===== config.mk =====
export PLATFORM = sky130hd
export DESIGN_NAME = sdcl_read_path
export DESIGN_NICKNAME = d
export VERILOG_FILES = /design/src/hw/sdcl_pkg.sv /design/src/hw/sdcl_read_path.sv
export SDC_FILE = /design/constraint.sdc
export NUM_CORES = 1
export LEC_CHECK = 0
export BUFFER_PORTS_ARGS = -buffer_cell sky130_fd_sc_hd__buf_2
export CORE_MARGIN = 2
export CORE_UTILIZATION = 45
export DETAILED_ROUTE_END_ITERATION = 10
export PLACE_DENSITY = 0.78
export SYNTH_ARGS = -nofsm -noshare
export SYNTH_HDL_FRONTEND = slang
export SYNTH_SLANG_ARGS = --single-unit

===== constraint.sdc =====
create_clock -name core_clk -period 2.1 [get_ports core_clk]
set_input_delay 0.42 -clock core_clk [delete_from_list [all_inputs] [get_ports core_clk]]
set_output_delay 0.42 -clock core_clk [all_outputs]
set_load 0.05 [all_outputs]

===== src/hw/sdcl_pkg.sv =====
package sdcl_pkg;
  // command code on {ras_n, cas_n, we_n} while cs_n is low
  localparam logic [2:0] CMD_READ = 3'b101;
  localparam logic [2:0] CMD_WRITE = 3'b100;
  localparam logic [2:0] CMD_REFRESH = 3'b001;
  // column field that selects the burst pattern
  localparam int COL_LO = 3;
  localparam int COL_HI = 6;
  localparam logic [3:0] COL_ONES = 4'hf;
  localparam logic [3:0] COL_ZERO = 4'h0;
  // burst data patterns, beat 0 in the msb
  localparam logic [7:0] PAT_ZERO = 8'h00;
  localparam logic [7:0] PAT_ALT = 8'h33;
  localparam int BURST_BEATS = 8;
  localparam int BEATS_PER_CLK = 2;
  localparam logic [1:0] BURST_LAST = 2'(BURST_BEATS / BEATS_PER_CLK - 1);
  localparam int BUF_DEPTH = 2;
  // synchronised command bundle layout
  localparam int SY_CS = 0;
  localparam int SY_RAS = 1;
  localparam int SY_CAS = 2;
  localparam int SY_WE = 3;
  localparam int SY_COL = 4;
  localparam int SY_WM = 8;
  localparam int SY_CKE = 9;
  localparam int SY_ODT = 10;
  localparam int SY_BA = 11;
  localparam int SY_W = 14;
  // idle pin levels: command pins high, clock enable high, mask and termination low
  localparam logic [SY_W-1:0] SY_IDLE = 14'h020f;
endpackage : sdcl_pkg


===== src/hw/sdcl_read_path.sv =====
`timescale 1ns/1ps
// Contract
// - strobe pair toggles only for read bursts, otherwise mid-level
// - memory drives the commanded burst pattern on every data line per read
// - outside bursts the data lines are left undriven at mid-level
// - strobe and data lines stay mid-level through the refresh loop
module sdcl_read_path import sdcl_pkg::*; #(
  parameter int DQ_W = 8
) (
  input wire logic core_clk, // 25 MHz core clock
  input wire logic rst, // async reset, active high
  input wire logic cs_n, // chip select pin
  input wire logic ras_n, // row strobe pin
  input wire logic cas_n, // column strobe pin
  input wire logic we_n, // write enable pin
  input wire logic [2:0] ba, // bank select pins
  input wire logic [13:0] addr, // address pins
  input wire logic termination_enable, // termination pin
  input wire logic write_mask, // write mask pin
  input wire logic cke, // clock enable pin
  output logic [DQ_W-1:0] dq_rise_o, // data beat in first half clock
  output logic [DQ_W-1:0] dq_fall_o, // data beat in second half clock
  output logic dq_oe, // data lines driven
  output logic dqs_t_o, // strobe true level
  output logic dqs_c_o, // strobe complement level
  output logic dqs_oe, // strobe pair driven
  output logic [2:0] read_bank_o, // bank of the burst on the bus
  output logic protocol_fault, // sticky: pattern misuse seen
  output logic read_overrun // sticky: read dropped, buffer full
);

  // ==========================================================
  // pin synchronisers
  logic [SY_W-1:0] sy1_q;
  logic [SY_W-1:0] sy2_q;

  always_ff @(posedge core_clk or posedge rst) begin
    if (rst) begin
      // idle levels, so the release of reset shows no false fault
      sy1_q <= SY_IDLE;
      sy2_q <= SY_IDLE;
    end else begin
      sy1_q <= {ba, termination_enable, cke, write_mask, addr[COL_HI:COL_LO], we_n, cas_n, ras_n, cs_n};
      sy2_q <= sy1_q;
    end
  end

  logic [2:0] cmd;
  logic is_read;
  logic is_write;
  logic is_refresh;
  assign cmd = {sy2_q[SY_RAS], sy2_q[SY_CAS], sy2_q[SY_WE]};
  assign is_read = !sy2_q[SY_CS] && cmd == CMD_READ;
  assign is_write = !sy2_q[SY_CS] && cmd == CMD_WRITE;
  assign is_refresh = !sy2_q[SY_CS] && cmd == CMD_REFRESH;

  function automatic logic [7:0] pattern_for(input logic [3:0] col);
    pattern_for = (col == COL_ONES) ? PAT_ALT : PAT_ZERO;
  endfunction : pattern_for

  function automatic logic beat_bit(input logic [7:0] pat, input logic [1:0] clk_idx, input logic fall);
    logic [2:0] pos;
    pos = 3'(7 - 2 * clk_idx - fall);
    beat_bit = pat[pos];
  endfunction : beat_bit

  // ==========================================================
  // loop mode tracking and misuse detection
  logic in_write_q;

  always_ff @(posedge core_clk or posedge rst) begin
    if (rst) begin
      in_write_q <= 1'b0;
    end else if (is_write) begin
      in_write_q <= 1'b1;
    end else if (is_read || is_refresh) begin
      in_write_q <= 1'b0;
    end
  end

  logic fault_now;
  // termination may rise before the first write, so until then only a write or a read/refresh judges it; after a write every cycle does until a read/refresh
  assign fault_now = sy2_q[SY_WM]
    || !sy2_q[SY_CKE]
    || ((in_write_q || is_write) ? !sy2_q[SY_ODT] : ((is_read || is_refresh) && sy2_q[SY_ODT]));

  always_ff @(posedge core_clk or posedge rst) begin
    if (rst) begin
      protocol_fault <= 1'b0;
    end else if (fault_now) begin
      protocol_fault <= 1'b1;
    end
  end

  // ==========================================================
  // two-entry burst buffer
  // reads arrive every four clocks at most, the shifter drains one per four,
  // so a full buffer only means a misbehaving host
  logic [10:0] buf_q [BUF_DEPTH];
  logic wr_ptr_q;
  logic rd_ptr_q;
  logic [1:0] count_q;
  logic in_valid;
  logic in_ready;
  logic out_valid;
  logic out_ready;
  logic push;
  logic pop;

  assign in_valid = is_read;
  assign in_ready = count_q != 2'(BUF_DEPTH);
  assign out_valid = count_q != 2'd0;
  assign push = in_valid && in_ready;
  assign pop = out_valid && out_ready;

  always_ff @(posedge core_clk or posedge rst) begin
    if (rst) begin
      wr_ptr_q <= 1'b0;
      rd_ptr_q <= 1'b0;
      count_q <= 2'd0;
    end else begin
      if (push) begin
        wr_ptr_q <= !wr_ptr_q;
      end
      if (pop) begin
        rd_ptr_q <= !rd_ptr_q;
      end
      count_q <= 2'(count_q + push - pop);
    end
  end

  always_ff @(posedge core_clk) begin
    if (push) begin
      buf_q[wr_ptr_q] <= {sy2_q[SY_BA+2:SY_BA], pattern_for(sy2_q[SY_COL+3:SY_COL])};
    end
  end

  always_ff @(posedge core_clk or posedge rst) begin
    if (rst) begin
      read_overrun <= 1'b0;
    end else if (in_valid && !in_ready) begin
      read_overrun <= 1'b1;
    end
  end

  // ==========================================================
  // burst shifter onto the data and strobe pins
  logic active_q;
  logic [1:0] beat_q;
  logic [7:0] pat_q;

  assign out_ready = !active_q || beat_q == BURST_LAST;

  always_ff @(posedge core_clk or posedge rst) begin
    if (rst) begin
      active_q <= 1'b0;
      beat_q <= 2'd0;
      pat_q <= PAT_ZERO;
      read_bank_o <= 3'd0;
    end else if (pop) begin
      active_q <= 1'b1;
      beat_q <= 2'd0;
      pat_q <= buf_q[rd_ptr_q][7:0];
      read_bank_o <= buf_q[rd_ptr_q][10:8];
    end else if (active_q) begin
      active_q <= beat_q != BURST_LAST;
      beat_q <= 2'(beat_q + 2'd1);
    end
  end

  logic next_active;
  logic [1:0] next_beat;
  logic [7:0] next_pat;
  assign next_active = pop || (active_q && beat_q != BURST_LAST);
  assign next_beat = pop ? 2'd0 : 2'(beat_q + 2'd1);
  assign next_pat = pop ? buf_q[rd_ptr_q][7:0] : pat_q;

  always_ff @(posedge core_clk or posedge rst) begin
    if (rst) begin
      dq_oe <= 1'b0;
      dq_rise_o <= '0;
      dq_fall_o <= '0;
    end else begin
      dq_oe <= next_active;
      dq_rise_o <= next_active ? {DQ_W{beat_bit(next_pat, next_beat, 1'b0)}} : '0;
      dq_fall_o <= next_active ? {DQ_W{beat_bit(next_pat, next_beat, 1'b1)}} : '0;
    end
  end

  always_ff @(posedge core_clk or posedge rst) begin
    if (rst) begin
      dqs_oe <= 1'b0;
      dqs_t_o <= 1'b0;
      dqs_c_o <= 1'b1;
    end else begin
      dqs_oe <= next_active;
      dqs_t_o <= next_active && !next_beat[0];
      dqs_c_o <= !(next_active && !next_beat[0]);
    end
  end

  // ==========================================================
  // checks
  read_burst_len_a: assert property (@(posedge core_clk) disable iff (rst)
    $rose(dq_oe) |-> dq_oe [*4] ##1 (!dq_oe || $past(pop, 1)))
    else $error("read burst not four clocks long");

  strobe_with_data_a: assert property (@(posedge core_clk) disable iff (rst)
    dqs_oe == dq_oe && (dqs_oe || (!dqs_t_o && dqs_c_o)))
    else $error("strobe driven outside a read burst");

  read_starts_burst_a: assert property (@(posedge core_clk) disable iff (rst)
    (is_read && count_q == 2'd0 && !active_q) |=> ##1 dq_oe)
    else $error("read did not start a burst");

  alt_pattern_a: assert property (@(posedge core_clk) disable iff (rst)
    (pop && buf_q[rd_ptr_q][7:0] == PAT_ALT) |=> dq_rise_o == '0 && dq_fall_o == '0
      ##1 dq_rise_o == '1 && dq_fall_o == '1)
    else $error("burst data wrong for alternating pattern");

  idle_undriven_a: assert property (@(posedge core_clk) disable iff (rst)
    (!active_q && !out_valid) |=> !dq_oe)
    else $error("data lines driven with no burst");

  refresh_quiet_a: assert property (@(posedge core_clk) disable iff (rst)
    (is_refresh && !active_q && !out_valid) |=> !dq_oe && !dqs_oe)
    else $error("bus driven during refresh");

  strobe_toggles_a: assert property (@(posedge core_clk) disable iff (rst)
    (dqs_oe && $past(dqs_oe) && !$past(pop, 1)) |-> dqs_t_o != $past(dqs_t_o))
    else $error("strobe did not toggle inside burst");

  fault_sticky_a: assert property (@(posedge core_clk) disable iff (rst)
    sy2_q[SY_WM] |=> protocol_fault)
    else $error("write mask high not flagged");

  back_to_back_c: cover property (@(posedge core_clk) disable iff (rst)
    pop && active_q);
  write_loop_c: cover property (@(posedge core_clk) disable iff (rst)
    is_write && !protocol_fault);
  refresh_loop_c: cover property (@(posedge core_clk) disable iff (rst)
    is_refresh ##4 is_refresh);

endmodule : sdcl_read_path


==> qor.txt <==
Status = complete, no violations
Slew Limit Fails = 0
Post-route ant nets = 0
RSZ-0062 raised after global routing = no
DRC = 0
Adder and majority cell fraction of the synthesized area = 1.73%
Layout area overhead = 16.9%
Syn Area/Cell = 15.1 um2
Initial DRC Count = 50
Final WL = 3.04 mm
Mapped Nets = 173
PD cells = 1730 nW/um2
Final clock skew = 9.24 ps
Gr usage total = 13.2%
Util after Layout = 54.1%
Yosys reg bits = 61
Setup slack after layout = 121 ps
Core area = 4690 um2
Post-Syn Instances = 144
Register area share after synthesis = 72.8%
Crit path kind = register to register
Register area = 1580 um2
Post-CTS Resized = 0
Total CTS buffers = 9
Yosys top cell area share = 48.4%
Simple-gate share of the synthesized area = 6.05%
Placement Setup Slack = 149 ps
Max-cap violations = 0
Reg2reg path depth = 7
Final Hold Vio Count = 0
Clock transition at the registers of the reported paths = 70 ps
Number of flops mapped to enable cells by yosys = 8
Worst slew pin tran = 384 ps
First-pass GRT wire length = 5.04 mm
Post-synthesis cell type count = 29
R2R Path Start = sy2_q[1]$_DFF_PP1_
Layout cells sized above 1 = 37.5%
First drt pass iteration count = 5
Dominant cells by area after synthesis = dfrtp_1 (48%), dfstp_2 (13%), edfxtp_1 (11%), buf_4 (5.2%), mux2i_1 (3.2%)
DIE AREA = 5400 um2
Total power = 4.39 mW
Final hold slack = 123 ps
CP required = 2350 ps
Via density = 4.88
CTS tree = done
CTS H-tree lvls = 3
CTS sink cnt = 61
FF-to-FF End = count_q[1]$_DFF_PP0_
Area of the multi-input gates = 425 um2
CTS root buf = clkbuf_8
Routability-driven placement congestion ratio = 0.742
Syn Std Cell Area = 2170 um2
Min cycle time layout = 1980 ps
Port bufs = 40
Final Cycle Share = 94.3%
Nets = 208
Leak = 1.16 nW
Multiplexer share of the synthesized area = 3.23%
Initial antenna violation count = 0
Crit end category = register
Chip width = 73.5 um
Post-Synth XOR/XNOR Area = 2.02%
Share of flip-flops with an asynchronous set or reset = 86.9%
Most frequent cells in the layout = dfrtp_1 (42), buf_2 (40), dfstp_2 (11)
Ys Warns = 0
Setup_tns = 0 ps
Complex-gate fraction of the synthesized area = 6.57%
Setup bufs post-CTS = 0
Largest net degree at the start of global routing = 54
CTS Hold Buffers Added = 0
Worst Path Max Fanout = 3
Fmax achieved = 505 MHz
Main combinational cell family by area after synthesis = buffers and inverters
Synth Flop Type = dfrtp_1
Worst setup SP type = register
Final setup viols = 0
R2r setup slk = 120 ps
Via count = 1,161
Clock Latency Late Sink = 330 ps
Clock buffer depth = 2
Worst Path Arrival = 2230 ps
Std cell rows = 25
Most common library cell in the layout ignoring fill and taps = dfrtp_1
VDD IR-drop max = 0.754 mV
Worst slew margin = 74.3%
Post-DP HPWL = 1.91 mm
GR Overflow Total = 0
ANT cells = 0
Number of global-route vias before repair = 1,148
Die Y = 73.5 um
Routed len/inst = 12.8 um
I/O Pins = 51
Hold Crit Class = input port to async pin
Initial Util = 46.3%
Area leader, netlist = dfrtp_1
Fill count = 373
through the flow:
stage               std cells  instance area, um2
floorplan                 144                2170
global placement          222                2330
detailed placement        222                2330
CTS                       238                2540
global route              238                2540
finish                    238                2540
how the worst max path moves through the flow:
stage,startpoint,endpoint,slack [ps],depth (start not counted)
final,sy2_q[1]$_DFF_PP1_,count_q[1]$_DFF_PP0_,120,7
after global routing,sy2_q[1]$_DFF_PP1_,count_q[1]$_DFF_PP0_,40,7
after CTS,sy2_q[1]$_DFF_PP1_,count_q[1]$_DFF_PP0_,110,7
after detailed placement,sy2_q[1]$_DFF_PP1_,count_q[1]$_DFF_PP0_,150,7
after global placement,sy2_q[1]$_DFF_PP1_,count_q[1]$_DFF_PP0_,230,7
after floorplan,active_q$_DFF_PP0_,count_q[1]$_DFF_PP0_,130,8
cell usage after synthesis, types with 3 or more instances:
| cell | count |
|---|---|
| o21a_1 | 5 |
| dfstp_2 | 11 |
| mux2i_1 | 7 |
| ha_1 | 3 |
| buf_4 | 15 |
| a21oi_1 | 8 |
| a211oi_1 | 4 |
| xnor2_1 | 4 |
| nor2b_1 | 7 |
| inv_1 | 5 |
| dfrtp_1 | 42 |
| nor2_1 | 4 |
| edfxtp_1 | 8 |
kinds of logic (layout without fill, tap and decap cells):
kind of cell	after synthesis	after routing
xor gates and xnor gates	5	5
and+or+nand+nor	21	21
muxes	7	7
AOI/OAI and AO/OA	22	22
buffers and inverters	25	65
adders and majority gates	3	3
DFF	61	61
final cells by class:
cell class                      count  area share [%]
Clock buffer                        9            4.88
Clock inverter                      7            3.15
Inverter                            5           0.739
Multi-Input combinational cell     58            16.8
Sequential cell                    61            62.2
Tap cell                           54            2.66
Timing Repair Buffer               44            9.56
registers in the layout, indices dropped and copies added, names as in the netlist:
| name | flops |
|---|---|
| active_q | 1 |
| dqs_t_o | 1 |
| dqs_c_o | 1 |
| dq_fall_o | 1 |
| sy2_q | 14 |
| in_write_q | 1 |
| beat_q | 2 |
| pat_q | 8 |
| wr_ptr_q | 1 |
| read_bank_o | 3 |
| rd_ptr_q | 1 |
| dq_rise_o | 1 |
| protocol_fault | 1 |
| count_q | 2 |
| sy1_q | 14 |
| read_overrun | 1 |
| buf_q | 8 |
where the power goes:
group	switching, mW	internal [mW]
Sequential	0.146	1.44
Clock	0.427	0.649
Combinational	1.21	0.513
critical path: stages, from the launching register on:
cell	delay, ps
dfstp_2	530
nor3b_1	350
nand3b_1	180
ha_1	320
inv_1	40
ha_1	180
xnor2_1	170
xnor2_1	150
metal layers:
metal	vias to the layer above	global-route usage [%]	part of all wire [%]
met5	-	0	0
met4	0	7.88	1.2
met3	4	5.76	5.7
met2	48	20.5	49
met1	564	15.0	44
li1	545	-	-
(Power assumes the default switching activity.)
